**config.mk**
```make
export PLATFORM = sky130hd
export DESIGN_NAME = tone_codec_flat
export DESIGN_NICKNAME = d
export VERILOG_FILES = /design/src/tone_codec_pkg.sv /design/src/tone_bus_if.sv /design/src/tone_codec.sv /design/src/flat_wrapper.sv
export SDC_FILE = /design/constraint.sdc
export NUM_CORES = 1
export LEC_CHECK = 0
export ABC_AREA = 1
export BUFFER_PORTS_ARGS = -buffer_cell sky130_fd_sc_hd__buf_2
export CAP_MARGIN = 0
export CORE_UTILIZATION = 65
export DETAILED_ROUTE_END_ITERATION = 8
export PLACE_DENSITY_LB_ADDON = 0.1
export SLEW_MARGIN = 20
export SYNTH_ARGS = -nofsm -noshare
export SYNTH_HDL_FRONTEND = slang
export SYNTH_SLANG_ARGS = --single-unit
```
**constraint.sdc**
```tcl
create_clock -name i_clk -period 4.7 [get_ports i_clk]
set_input_delay 0.705 -clock i_clk [delete_from_list [all_inputs] [get_ports i_clk]]
set_output_delay 0.705 -clock i_clk [all_outputs]
set_load 0.02 [all_outputs]
```
**src/tone_codec_pkg.sv**
```systemverilog
// Shared constants for the signalling tone codec and its host
package tone_codec_pkg;
    // ------------------------------------------------------------
    // Register map
    // ------------------------------------------------------------
    localparam logic [7:0] ADDR_TX_TONE = 8'hC3;
    localparam logic [7:0] ADDR_STATUS = 8'hC6;
    localparam logic [7:0] ADDR_TABLE_PROG = 8'hC8;
    localparam logic [7:0] ADDR_REPORT = 8'hCC;
    localparam logic [7:0] ADDR_AUDIO = 8'hCD;
    // ------------------------------------------------------------
    // Field positions
    // ------------------------------------------------------------
    localparam int TX_SEL_LSB = 11;
    localparam int TX_DTMF_LSB = 0;
    localparam int TX_SEL_EN = 10;
    localparam int TX_DTMF_EN = 9;
    localparam int TX_TWIST = 5;
    localparam int TX_SINGLE = 4;
    localparam int ST_INBAND_EVT = 13;
    localparam int ST_DTMF_EVT = 12;
    localparam int RPT_SEL_FLAG = 15;
    localparam int RPT_CODE_LSB = 11;
    localparam int RPT_DTMF_FLAG = 10;
    localparam int AUDIO_CMD_LSB = 12;
    localparam logic [3:0] AUDIO_CMD_LEVEL = 4'hB;
    localparam int PROG_IDX_LSB = 12;
    // ------------------------------------------------------------
    // Values
    // ------------------------------------------------------------
    localparam logic [15:0] TX_TONE_RESET = 16'h0000;
    localparam logic [7:0] LEVEL_RESET = 8'hFF;
    localparam logic [3:0] TWIST_DB = 4'h2;
    localparam logic [3:0] REPEAT_CODE = 4'hE;
    localparam logic [15:0][11:0] DEFAULT_TABLE = {
        12'h41F, 12'h83E, 12'h3DF, 12'h8C7, 12'h3A2, 12'h960, 12'h744, 12'h6D3,
        12'h668, 12'h604, 12'h5A6, 12'h54E, 12'h4FB, 12'h4AD, 12'h464, 12'h7BD};
    localparam logic [3:0][11:0] DTMF_LOW = {12'h3AD, 12'h354, 12'h302, 12'h2B9};
    localparam logic [3:0][11:0] DTMF_HIGH = {12'h661, 12'h5C5, 12'h538, 12'h4B9};
    // Row and column per code, code 0 at the right
    localparam logic [15:0][1:0] DTMF_ROW = {
        2'h2, 2'h1, 2'h0, 2'h3, 2'h3, 2'h3, 2'h2, 2'h2,
        2'h2, 2'h1, 2'h1, 2'h1, 2'h0, 2'h0, 2'h0, 2'h3};
    localparam logic [15:0][1:0] DTMF_COL = {
        2'h3, 2'h3, 2'h3, 2'h2, 2'h0, 2'h1, 2'h2, 2'h1,
        2'h0, 2'h2, 2'h1, 2'h0, 2'h2, 2'h1, 2'h0, 2'h3};
    // Set where the single tone is the high one
    localparam logic [15:0] DTMF_SINGLE_HIGH = 16'hFF00;
endpackage

```
**src/tone_bus_if.sv**
```systemverilog
// Register bus and interrupt between host and tone codec
`timescale 1ns/1ps
interface tone_bus_if;
    logic [7:0] addr;
    logic [15:0] wdata;
    logic wr;
    logic rd;
    logic [15:0] rdata;
    logic irq;
    modport device (input addr, input wdata, input wr, input rd, output rdata, output irq);
    modport host (output addr, output wdata, output wr, output rd, input rdata, input irq);
endinterface

```
**src/tone_codec.sv**
```systemverilog
// Signalling tone codec: register file, tone generator control, receive reporting
//
// Implementation choice: the strobed register port.
`timescale 1ns/1ps
// Function
// - Tone generation disables transmit voice path
// - Selcall code b14-11, DTMF code b3-0
// - Tone level from B-prefixed audio command
// - Twist drops low DTMF tone 2 dB
// - Single-tone outputs only the designated component
// - Status b13 on inband on/off/change
// - Descending table scan, lowest matching entry reported
// - Selcall detect sets b15, code b14-11
// - Report cleared when received tone ends
// - Default table holds standard sixteen frequencies
// - Host sends code 14 for repeats
// - Repeat tone reported as ordinary code
// - Status b12 on DTMF start/stop
// - DTMF present sets b10, code b14-11
// - DTMF code to key and frequencies
// - Loaded table used for generation and detection
// - Host mutes receive voice around tones
// - Host reads report after tone interrupt
// - Host avoids both detectors at once (host does not enforce this; codec reports inband first when both are valid)
module tone_codec #(
    parameter logic [11:0] MATCH_TOL = 12'h00A
) (
    input wire logic i_clk,
    input wire logic i_rst,
    input wire logic i_ce,
    tone_bus_if.device bus,
    input wire logic i_inband_valid,
    input wire logic [11:0] i_inband_freq,
    input wire logic i_dtmf_valid,
    input wire logic [3:0] i_dtmf_code,
    output logic o_tx_voice_en,
    output logic o_tone_active,
    output logic [11:0] o_tone_freq_a,
    output logic [11:0] o_tone_freq_b,
    output logic [3:0] o_tone_b_atten_db,
    output logic [7:0] o_tone_level
);
    // ------------------------------------------------------------
    // State
    // ------------------------------------------------------------
    typedef struct packed {
        logic [15:0] tx_tone;
        logic [7:0] level;
        logic [15:0][11:0] table_hz;
        logic [1:0] evt;
        logic [15:0] report;
        logic in_prev;
        logic [3:0] in_code_prev;
        logic dtmf_prev;
        logic [15:0] rdata;
        logic irq;
        logic voice_en;
        logic active;
        logic [11:0] freq_a;
        logic [11:0] freq_b;
        logic [3:0] atten;
    } state_s;

    state_s s_q;
    state_s s_d;
    logic [15:0] hit;

    localparam int RPT_SEL_FLAG_I = tone_codec_pkg::RPT_SEL_FLAG;
    localparam int RPT_DTMF_FLAG_I = tone_codec_pkg::RPT_DTMF_FLAG;
    localparam int RPT_CODE_LSB_I = tone_codec_pkg::RPT_CODE_LSB;
    localparam int ST_IN_I = tone_codec_pkg::ST_INBAND_EVT;
    localparam int ST_DT_I = tone_codec_pkg::ST_DTMF_EVT;
    localparam int AUD_CMD_I = tone_codec_pkg::AUDIO_CMD_LSB;
    localparam int PROG_IDX_I = tone_codec_pkg::PROG_IDX_LSB;
    localparam int TX_SEL_LSB_I = tone_codec_pkg::TX_SEL_LSB;
    localparam int TX_DTMF_LSB_I = tone_codec_pkg::TX_DTMF_LSB;
    localparam int TX_SEL_EN_I = tone_codec_pkg::TX_SEL_EN;
    localparam int TX_DTMF_EN_I = tone_codec_pkg::TX_DTMF_EN;
    localparam int TX_SINGLE_I = tone_codec_pkg::TX_SINGLE;
    localparam int TX_TWIST_I = tone_codec_pkg::TX_TWIST;

    // ------------------------------------------------------------
    // Table comparison
    // ------------------------------------------------------------
    // Tolerance window keeps detector jitter from flipping codes
    for (genvar i = 0; i < 16; i++) begin : g_match
        assign hit[i] = (i_inband_freq >= s_q.table_hz[i]) ?
            ((i_inband_freq - s_q.table_hz[i]) <= MATCH_TOL) :
            ((s_q.table_hz[i] - i_inband_freq) <= MATCH_TOL);
    end

    // ------------------------------------------------------------
    // Next state
    // ------------------------------------------------------------
    always_comb begin
        logic [3:0] in_code;
        logic in_now;
        logic in_evt;
        logic dtmf_evt;
        logic [3:0] sel;
        logic [3:0] dc;
        logic [11:0] lo;
        logic [11:0] hi;
        in_code = 4'h0;
        in_now = 1'b0;
        in_evt = 1'b0;
        dtmf_evt = 1'b0;
        sel = 4'h0;
        dc = 4'h0;
        lo = 12'h000;
        hi = 12'h000;
        s_d = s_q;
        // Highest index first so the lowest matching entry wins
        for (int k = 15; k >= 0; k--) begin
            if (hit[k]) begin
                in_code = 4'(k);
            end
        end
        in_now = i_inband_valid && (|hit);
        // Repeat code gets no special handling on receive
        in_evt = (in_now != s_q.in_prev) || (in_now && in_code != s_q.in_code_prev);
        dtmf_evt = i_dtmf_valid != s_q.dtmf_prev;
        s_d.in_prev = in_now;
        s_d.in_code_prev = in_now ? in_code : 4'h0;
        s_d.dtmf_prev = i_dtmf_valid;

        // Inband has priority when both detectors report
        if (in_now) begin
            s_d.report = 16'h0000;
            s_d.report[RPT_SEL_FLAG_I] = 1'b1;
            s_d.report[RPT_CODE_LSB_I +: 4] = in_code;
        end else if (i_dtmf_valid) begin
            s_d.report = 16'h0000;
            s_d.report[RPT_DTMF_FLAG_I] = 1'b1;
            s_d.report[RPT_CODE_LSB_I +: 4] = i_dtmf_code;
        end else begin
            s_d.report = 16'h0000;
        end

        // Read answers, one cycle after the strobe
        s_d.rdata = 16'h0000;
        if (bus.rd) begin
            if (bus.addr == tone_codec_pkg::ADDR_TX_TONE) begin
                s_d.rdata = s_q.tx_tone;
            end else if (bus.addr == tone_codec_pkg::ADDR_STATUS) begin
                s_d.rdata[ST_IN_I] = s_q.evt[1];
                s_d.rdata[ST_DT_I] = s_q.evt[0];
            end else if (bus.addr == tone_codec_pkg::ADDR_REPORT) begin
                s_d.rdata = s_q.report;
            end
        end

        // Reading status services it; a new event in that cycle still lands
        if (bus.rd && bus.addr == tone_codec_pkg::ADDR_STATUS) begin
            s_d.evt = 2'b00;
        end
        if (in_evt) begin
            s_d.evt[1] = 1'b1;
        end
        if (dtmf_evt) begin
            s_d.evt[0] = 1'b1;
        end
        s_d.irq = |s_d.evt;

        // Writes
        if (bus.wr) begin
            if (bus.addr == tone_codec_pkg::ADDR_TX_TONE) begin
                s_d.tx_tone = bus.wdata;
            end else if (bus.addr == tone_codec_pkg::ADDR_AUDIO) begin
                if (bus.wdata[AUD_CMD_I +: 4] == tone_codec_pkg::AUDIO_CMD_LEVEL) begin
                    s_d.level = bus.wdata[7:0];
                end
            end else if (bus.addr == tone_codec_pkg::ADDR_TABLE_PROG) begin
                s_d.table_hz[bus.wdata[PROG_IDX_I +: 4]] = bus.wdata[11:0];
            end
        end

        // Tone generator, driven from the stored select register
        sel = s_q.tx_tone[TX_SEL_LSB_I +: 4];
        dc = s_q.tx_tone[TX_DTMF_LSB_I +: 4];
        lo = tone_codec_pkg::DTMF_LOW[tone_codec_pkg::DTMF_ROW[dc]];
        hi = tone_codec_pkg::DTMF_HIGH[tone_codec_pkg::DTMF_COL[dc]];
        s_d.active = s_q.tx_tone[TX_SEL_EN_I] | s_q.tx_tone[TX_DTMF_EN_I];
        s_d.voice_en = ~s_d.active;
        s_d.freq_a = 12'h000;
        s_d.freq_b = 12'h000;
        s_d.atten = 4'h0;
        if (s_q.tx_tone[TX_SEL_EN_I]) begin
            s_d.freq_a = s_q.table_hz[sel];
        end else if (s_q.tx_tone[TX_DTMF_EN_I]) begin
            if (s_q.tx_tone[TX_SINGLE_I]) begin
                s_d.freq_a = tone_codec_pkg::DTMF_SINGLE_HIGH[dc] ? hi : lo;
            end else begin
                s_d.freq_a = hi;
                s_d.freq_b = lo;
                if (s_q.tx_tone[TX_TWIST_I]) begin
                    s_d.atten = tone_codec_pkg::TWIST_DB;
                end
            end
        end
    end

    // ------------------------------------------------------------
    // Registers
    // ------------------------------------------------------------
    always_ff @(posedge i_clk) begin
        if (i_rst) begin
            s_q <= '0;
            s_q.tx_tone <= tone_codec_pkg::TX_TONE_RESET;
            s_q.level <= tone_codec_pkg::LEVEL_RESET;
            s_q.table_hz <= tone_codec_pkg::DEFAULT_TABLE;
            s_q.voice_en <= 1'b1;
        end else if (i_ce) begin
            s_q <= s_d;
        end
    end

    assign bus.rdata = s_q.rdata;
    assign bus.irq = s_q.irq;
    assign o_tx_voice_en = s_q.voice_en;
    assign o_tone_active = s_q.active;
    assign o_tone_freq_a = s_q.freq_a;
    assign o_tone_freq_b = s_q.freq_b;
    assign o_tone_b_atten_db = s_q.atten;
    assign o_tone_level = s_q.level;
endmodule

```
**src/flat_wrapper.sv**
```systemverilog
// flat-port wrapper written by rule: the top's interface ports become plain ports
module tone_codec_flat 
#(
    parameter logic [11:0] MATCH_TOL = 12'h00A
)
  (i_clk, i_rst, i_ce, i_inband_valid, i_inband_freq, i_dtmf_valid, i_dtmf_code, o_tx_voice_en, o_tone_active, o_tone_freq_a, o_tone_freq_b, o_tone_b_atten_db, o_tone_level, bus_addr, bus_wdata, bus_wr, bus_rd, bus_rdata, bus_irq);
  tone_bus_if bus_i ();
  input wire logic i_clk;
  input wire logic i_rst;
  input wire logic i_ce;
  input wire logic i_inband_valid;
  input wire logic [11:0] i_inband_freq;
  input wire logic i_dtmf_valid;
  input wire logic [3:0] i_dtmf_code;
  output logic o_tx_voice_en;
  output logic o_tone_active;
  output logic [11:0] o_tone_freq_a;
  output logic [11:0] o_tone_freq_b;
  output logic [3:0] o_tone_b_atten_db;
  output logic [7:0] o_tone_level;
  input wire logic [$bits(bus_i.addr)-1:0] bus_addr;
  input wire logic [$bits(bus_i.wdata)-1:0] bus_wdata;
  input wire logic [$bits(bus_i.wr)-1:0] bus_wr;
  input wire logic [$bits(bus_i.rd)-1:0] bus_rd;
  output wire logic [$bits(bus_i.rdata)-1:0] bus_rdata;
  output wire logic [$bits(bus_i.irq)-1:0] bus_irq;
  assign bus_i.addr = bus_addr;
  assign bus_i.wdata = bus_wdata;
  assign bus_i.wr = bus_wr;
  assign bus_i.rd = bus_rd;
  assign bus_rdata = bus_i.rdata;
  assign bus_irq = bus_i.irq;
  tone_codec #(.MATCH_TOL(MATCH_TOL)) u_core (.i_clk(i_clk), .i_rst(i_rst), .i_ce(i_ce), .bus(bus_i), .i_inband_valid(i_inband_valid), .i_inband_freq(i_inband_freq), .i_dtmf_valid(i_dtmf_valid), .i_dtmf_code(i_dtmf_code), .o_tx_voice_en(o_tx_voice_en), .o_tone_active(o_tone_active), .o_tone_freq_a(o_tone_freq_a), .o_tone_freq_b(o_tone_freq_b), .o_tone_b_atten_db(o_tone_b_atten_db), .o_tone_level(o_tone_level));
endmodule
```
Word-level counts from Yosys, hierarchy flattened
Memory sizes are Yosys's and may differ from the RTL's. A register that Yosys moved wholly into a read port is not among the register bits. Index checks and enable logic that the tools add are counted.

Bits in registers: 287. Bits in read-only memories: 80. Input port bits: 47. Output and inout bits: 55. Word-level logic and storage cells: 211. Memories kept: 3.

Add/subtract/negate cells: 32. Order comparisons: 54. Equality and inequality tests: 9. Mux-type cells: 69. Bitwise gates (word level): 4. Reductions and logical operators: 10.

Memory list: (no name shown) (depth 16, bits a word 2, read ports 1, clocked after Yosys merged registers in 1, wr ports 0, RTL line tone_codec.sv:181) `lo = tone_codec_pkg::DTMF_LOW[tone_codec_pkg::DTMF_ROW[dc]];`; (no name shown) (depth 16, bits a word 2, read ports 1, clocked after Yosys merged registers in 1, wr ports 0, RTL line tone_codec.sv:182) `hi = tone_codec_pkg::DTMF_HIGH[tone_codec_pkg::DTMF_COL[dc]];`; (no name shown) (depth 16, bits a word 1, read ports 1, clocked after Yosys merged registers in 1, wr ports 0, RTL line tone_codec.sv:192) `s_d.freq_a = tone_codec_pkg::DTMF_SINGLE_HIGH[dc] ? hi : lo;`.

Operator list (number): 12-bit by 4-bit <= comparator with 1-bit output (second input constant) (32); 12-bit subtractor (32); 192-bit bitwise mux (1); 12-bit >= comparator (16); 12-bit 2-to-1 mux (8); 16-bit 2-to-1 mux (6); 4-bit 2-to-1 mux (23); 12-bit binary-select mux with 2-bit select (2); 12-bit binary-select mux with 4-bit select (1); 12-bit demux with 4-bit select (1); 8-bit equality test (second input constant) (5); 28-bit 2-to-1 mux (1); 1-bit 2-to-1 mux (19); 16-bit OR reduction (1); 4-bit by 5-bit less-than comparator with 1-bit output (second input constant) (3); 15-bit 2-to-1 mux (1); 2-bit 2-to-1 mux (6); 5-bit AND reduction (2); 2-bit by 3-bit less-than comparator with 1-bit output (second input constant) (2); 4-bit equality test (second input constant) (1); 4-bit by 1-bit >= comparator with 1-bit output (second input constant) (1); 1-bit logical AND (4); 4-bit != test (1); 1-bit inverter (3); other kinds (5) (6).

Depth between registers and ports, before layout
Word-level depth: 24. Depth in mapped cells: 38. Gate-level depth less buffers: 38.

Worst setup path before layout
OpenSTA, ideal clock, no wires.

Kind: input -> register. From: input i_inband_freq[1]. To: register u_core.s_q[66] in the netlist's numbering. Library setup time: 0.109 ns. Arrival time: 4.158 ns. Data required time: 4.591 ns. Setup slack: 0.433 ns. Stages: 24. Buffers on the path: 0. Path through: inv_1 > ha_1 > nand2_2 > nor2_1 > nor3b_2 > nor2_1 > o21ai_1 > nand2_1 > xor2_1 > nand2_1 > nor2_1 > nand4_1 > o21ai_1 > nor2_1 > nand2_2 > nor2_4 > nand2_2 > nand2_2 > inv_2 > nand2_2 > nor2_1 > a221o_1 > nand2_1 > inv_1.

Cells in the longest elaborated chain, start to end: 20. Elaborated cells on any way between the ends: 115. Classes of those cells: 32 x add/sub; 48 x order compare; 33 x mux; 2 x reduce/logical.

RTL lines: start, declared (RTL line flat_wrapper.sv:12) `input wire logic [11:0] i_inband_freq;`; 12-bit subtractor (on tied branches) (RTL line tone_codec.sv:89, tone_codec.sv:88); 12-bit by 4-bit <= comparator with 1-bit output (on tied branches) (RTL line tone_codec.sv:89, tone_codec.sv:88); 1-bit 2-to-1 mux (RTL line tone_codec.sv:87) `assign hit[i] = (i_inband_freq >= s_q.table_hz[i]) ?`; 4-bit 2-to-1 mux (16 in series) (RTL line tone_codec.sv:115) `if (hit[k]) begin`; 16-bit 2-to-1 mux * (RTL line tone_codec.sv:128) `if (in_now) begin`; end, declared (RTL line tone_codec.sv:64) `state_s s_q;`.

Mark *: on every way between the ends. The rest lies on a longest branch, timed or not. A chain may end at the register's enable or synchronous reset.

Worst setup path in the final report
From: input i_inband_freq[7]. To: register u_core.s_q (netlist bit u_core.bus.irq).

Cells in the longest elaborated chain, start to end: 24. Elaborated cells on any way between the ends: 120. Classes of those cells: 32 x add/sub; 48 x order compare; 2 x eq/ne; 33 x mux; 5 x reduce/logical.

RTL lines: 12-bit subtractor (on tied branches) (RTL line tone_codec.sv:89, tone_codec.sv:88); 12-bit by 4-bit <= comparator with 1-bit output (on tied branches) (RTL line tone_codec.sv:89, tone_codec.sv:88); 1-bit 2-to-1 mux (RTL line tone_codec.sv:87); 4-bit 2-to-1 mux (16 in series) (RTL line tone_codec.sv:115); 4-bit != test (RTL line tone_codec.sv:121) `in_evt = (in_now != s_q.in_prev) || (in_now && in_code != s_q.in_code_prev);`; 1-bit logical AND (RTL line tone_codec.sv:121); 1-bit logical OR * (RTL line tone_codec.sv:121); 1-bit 2-to-1 mux * (RTL line tone_codec.sv:157) `if (in_evt) begin`; 2-bit OR reduction * (RTL line tone_codec.sv:163) `s_d.irq = |s_d.evt;`.

Marks and branches as above.

==> flow_metrics.py <==
metrics = {
    "clocking": {
        "clk_pin_slew_ps": 60,
        "cts_root_buf": "clkbuf_16",
        "htree_levels": 1,
        "clkLatencyLatePin_ps": 620,
        "clock-sinks": 273,
        "cts-resized-gates": 0,
        "cts_buffers": 31,
        "max-clock-path-buffers": 3,
        "post_cts_buffers": 0,
        "cts_tree": "yes",
        "ctsHoldBuffers": 0,
    },
    "timing": {
        "slew_viol_final": 0,
        "fin_tns_setup_ps": 0,
        "finalClockSkew_ps": 26.3,
        "period_share": 0.859,
        "setup-violations-final": 0,
        "hold_violations": 0,
        "slew_headroom": 0.126,
        "min_period_ps": 4040,
        "tightest_slew_ps": 1310,
        "rsz0062_at_grt": "no",
        "max_freq_ghz": 0.248,
    },
    "power": {
        "power_frac_comb": 0.248,
        "p_int_mw": 4.31,
        "ir_worst_vdd_mv": 0.322,
        "switching_share": 0.342,
        "power_switching_mw": 2.24,
        "power.leakage_nw": 15.9,
        "powerDensity_nw_per_um2": 204,
        "clkPwrFrac": 0.396,
        "seqPwrFrac": 0.356,
        "finalPower_mw": 6.55,
    },
    "synth": {
        "synth_most_common_cell": "nand2_1",
        "synth_common_cells": "nand2_1, inv_1, a21oi_1",
        "synth_cell_types": 66,
        "synth_top_area_frac": 0.180,
        "synth_ff_type": "dfxtp_1",
        "syn_avg_cell_area_um2": 6.52,
        "yosysTopAreaCell": "dfxtp_1",
        "ys_seq_area_frac": 0.180,
        "yosys_warnings": 0,
        "synth_async_sr_flop_share": 0,
        "synth_seq_cells": 273,
        "synth_area_leaders": "dfxtp_1, ha_1, nand2_1",
        "synthCells": 4666,
        "syn_area_um2": 30400,
        "synth_edf_count": 0,
    },
    "critical_path": {
        "ff2ff_setup_slack_ps": 800,
        "worst-path-max-fanout": 8,
        "crit_required_ps": 5160,
        "end_kind": "flip-flop",
        "criticalPathCategory": "input port to flip-flop",
        "startpoint_type": "input port",
        "critPathArrivalTime_ps": 4500,
    },
    "floorplan": {
        "die_w_um": 218,
        "pin_count": 102,
        "core_area_um2": 45800,
        "die_h_um": 218,
        "die_area_um2": 47700,
        "start_util": 0.665,
        "rows": 78,
    },
    "route": {
        "postRouteAntennaNets": 0,
        "drtPass1Iterations": 8,
        "num_vias": 32464,
        "drtIter0Drc": 3952,
        "drc": 0,
        "routed_via_density": 6.18,
        "wl_mm": 112,
        "wl_per_cell_um": 21.2,
    },
    "placement": {
        "globalplace.congestion": 1.07,
        "port_buffers": 96,
        "postPlaceCellArea_um2": 31000,
        "hpwl_mm": 81.3,
        "dp_cells": 5189,
    },
    "hold_path": {
        "hold_class": "input port to flip-flop",
    },
    "grt": {
        "grt_max_degree": 75,
        "grt_pass1_vias": 29172,
        "grt_usage": 0.456,
        "grt_first_pass_wirelength_mm": 167,
        "grt-ovfl-total": 0,
        "grt_antenna_before_repair": 5,
    },
    "cells_and_area": {
        "fillers": 4168,
        "syn_to_final_growth_pct": 5.30,
        "nets": 5080,
        "drive_gt1_frac": 0.0794,
        "fin_cells": 5250,
        "final_area_um2": 32100,
    },
    "status": {
        "status": "completed",
    },
    "job": {
        "maxCapViolCount": 0,
    },
}
final cells by class:
class / count / area (µm²) / share of cell area
sequential: 273 / 5470 / 0.171
inverter: 654 / 2460 / 0.0767
clock inverter: 17 / 188 / 0.00585
tap: 600 / 751 / 0.0234
timing repair buffer: 164 / 1040 / 0.0325
clock buffer: 41 / 873 / 0.0272
multi-input combinational: 3498 / 21300 / 0.663
antenna: 3 / 7.51 / 0.000234
through the flow:
stage          utilization  setup WS [ps]  hold slack (ps)
6_report             0.700            664              362
5_1_grt              0.700            424              377
4_1_cts              0.700            835              366
3_3_place_gp         0.677            298              432
3_5_place_dp         0.677            213              440
2_1_floorplan            -            433              438
final timing paths:
| check | start | depth (start not counted) | endpoint |
|---|---|---|---|
| max | i_inband_freq[7] | 28 | u_core.bus.irq |
| max reg2reg | u_core.s_q[191] | 27 | u_core.bus.irq |
| min | i_dtmf_code[1] | 3 | u_core.s_q[65] |
| min reg2reg | u_core.bus.rdata[0] | 2 | u_core.bus.rdata[0] |
cells in the final DEF (no fill, tap or decap), types with 24 or more instances in the layout:
cell type	n
buf_2	96
nand2_1	976
buf_4	64
nor2_1	313
o211ai_1	121
a21oi_1	475
a211oi_1	36
o21bai_1	24
o21ai_2	31
xnor2_1	29
a21oi_2	25
o21ai_0	280
nor3_1	30
o21ai_1	46
nand4_1	66
a31oi_1	28
fa_1	32
clkbuf_16	31
inv_1	630
nand2_2	34
nand3_1	242
ha_1	379
dfxtp_1	271
xor2_1	168
logic make-up after synthesis:
| family | synth area share |
|---|---|
| other cells | 0.000123 |
| simple gates | 0.241 |
| buf+inv | 0.122 |
| fa+ha+maj | 0.177 |
| flops | 0.180 |
| compound gates | 0.224 |
| xor+xnor | 0.0567 |
flip-flops by register name (all words and copies together), names as in the netlist, named ones only:
name,flops
u_core.o_tone_active,1
u_core.s_q,221
u_core.o_tone_freq_a,12
u_core.o_tone_freq_b,7
u_core.o_tone_level,8
u_core.bus.irq,1
u_core.o_tx_voice_en,1
u_core.o_tone_b_atten_db,1
u_core.bus.rdata,16
layer usage:
layer	wire length [µm]	part of all wire	track usage	up-vias
li1	-	-	-	15253
met1	44400	0.40	0.601	14771
met2	46000	0.41	0.689	1999
met3	14200	0.13	0.108	433
met4	6790	0.061	0.230	8
met5	43	0.00039	0	-
power groups by stage:
stage                     clock network (mW)  logic, mW  registers, mW
final                                   2.59       1.63           2.33
after floorplan                            0       1.08           2.38
after CTS                               2.57       1.56           2.33
after global routing                    2.66       1.75           2.33
after global placement                     0       1.55           2.38
after detailed placement                   0       1.55           2.38
critical path: stages:
cell and delay (ps):
buf_2 130, inv_1 360, buf_4 360, ha_1 320, inv_1 130, o21ai_0 100
a21oi_1 230, nand2_1 120, nand2_1 80, nand2_1 60, o21bai_1 120, nor2_1 60
nand4_1 80, nand2_1 70, nand2_1 200, nand2_1 130, nor3_2 330, nand2_1 170
nand2_1 100, nand2_1 50, nand2_1 60, nand3_1 70, nor2_1 110, nand3_1 90
nand2_1 70, nand2_1 50, nand2_1 70, a21oi_1 70
Note: power is estimated with default switching activity, not from simulation.
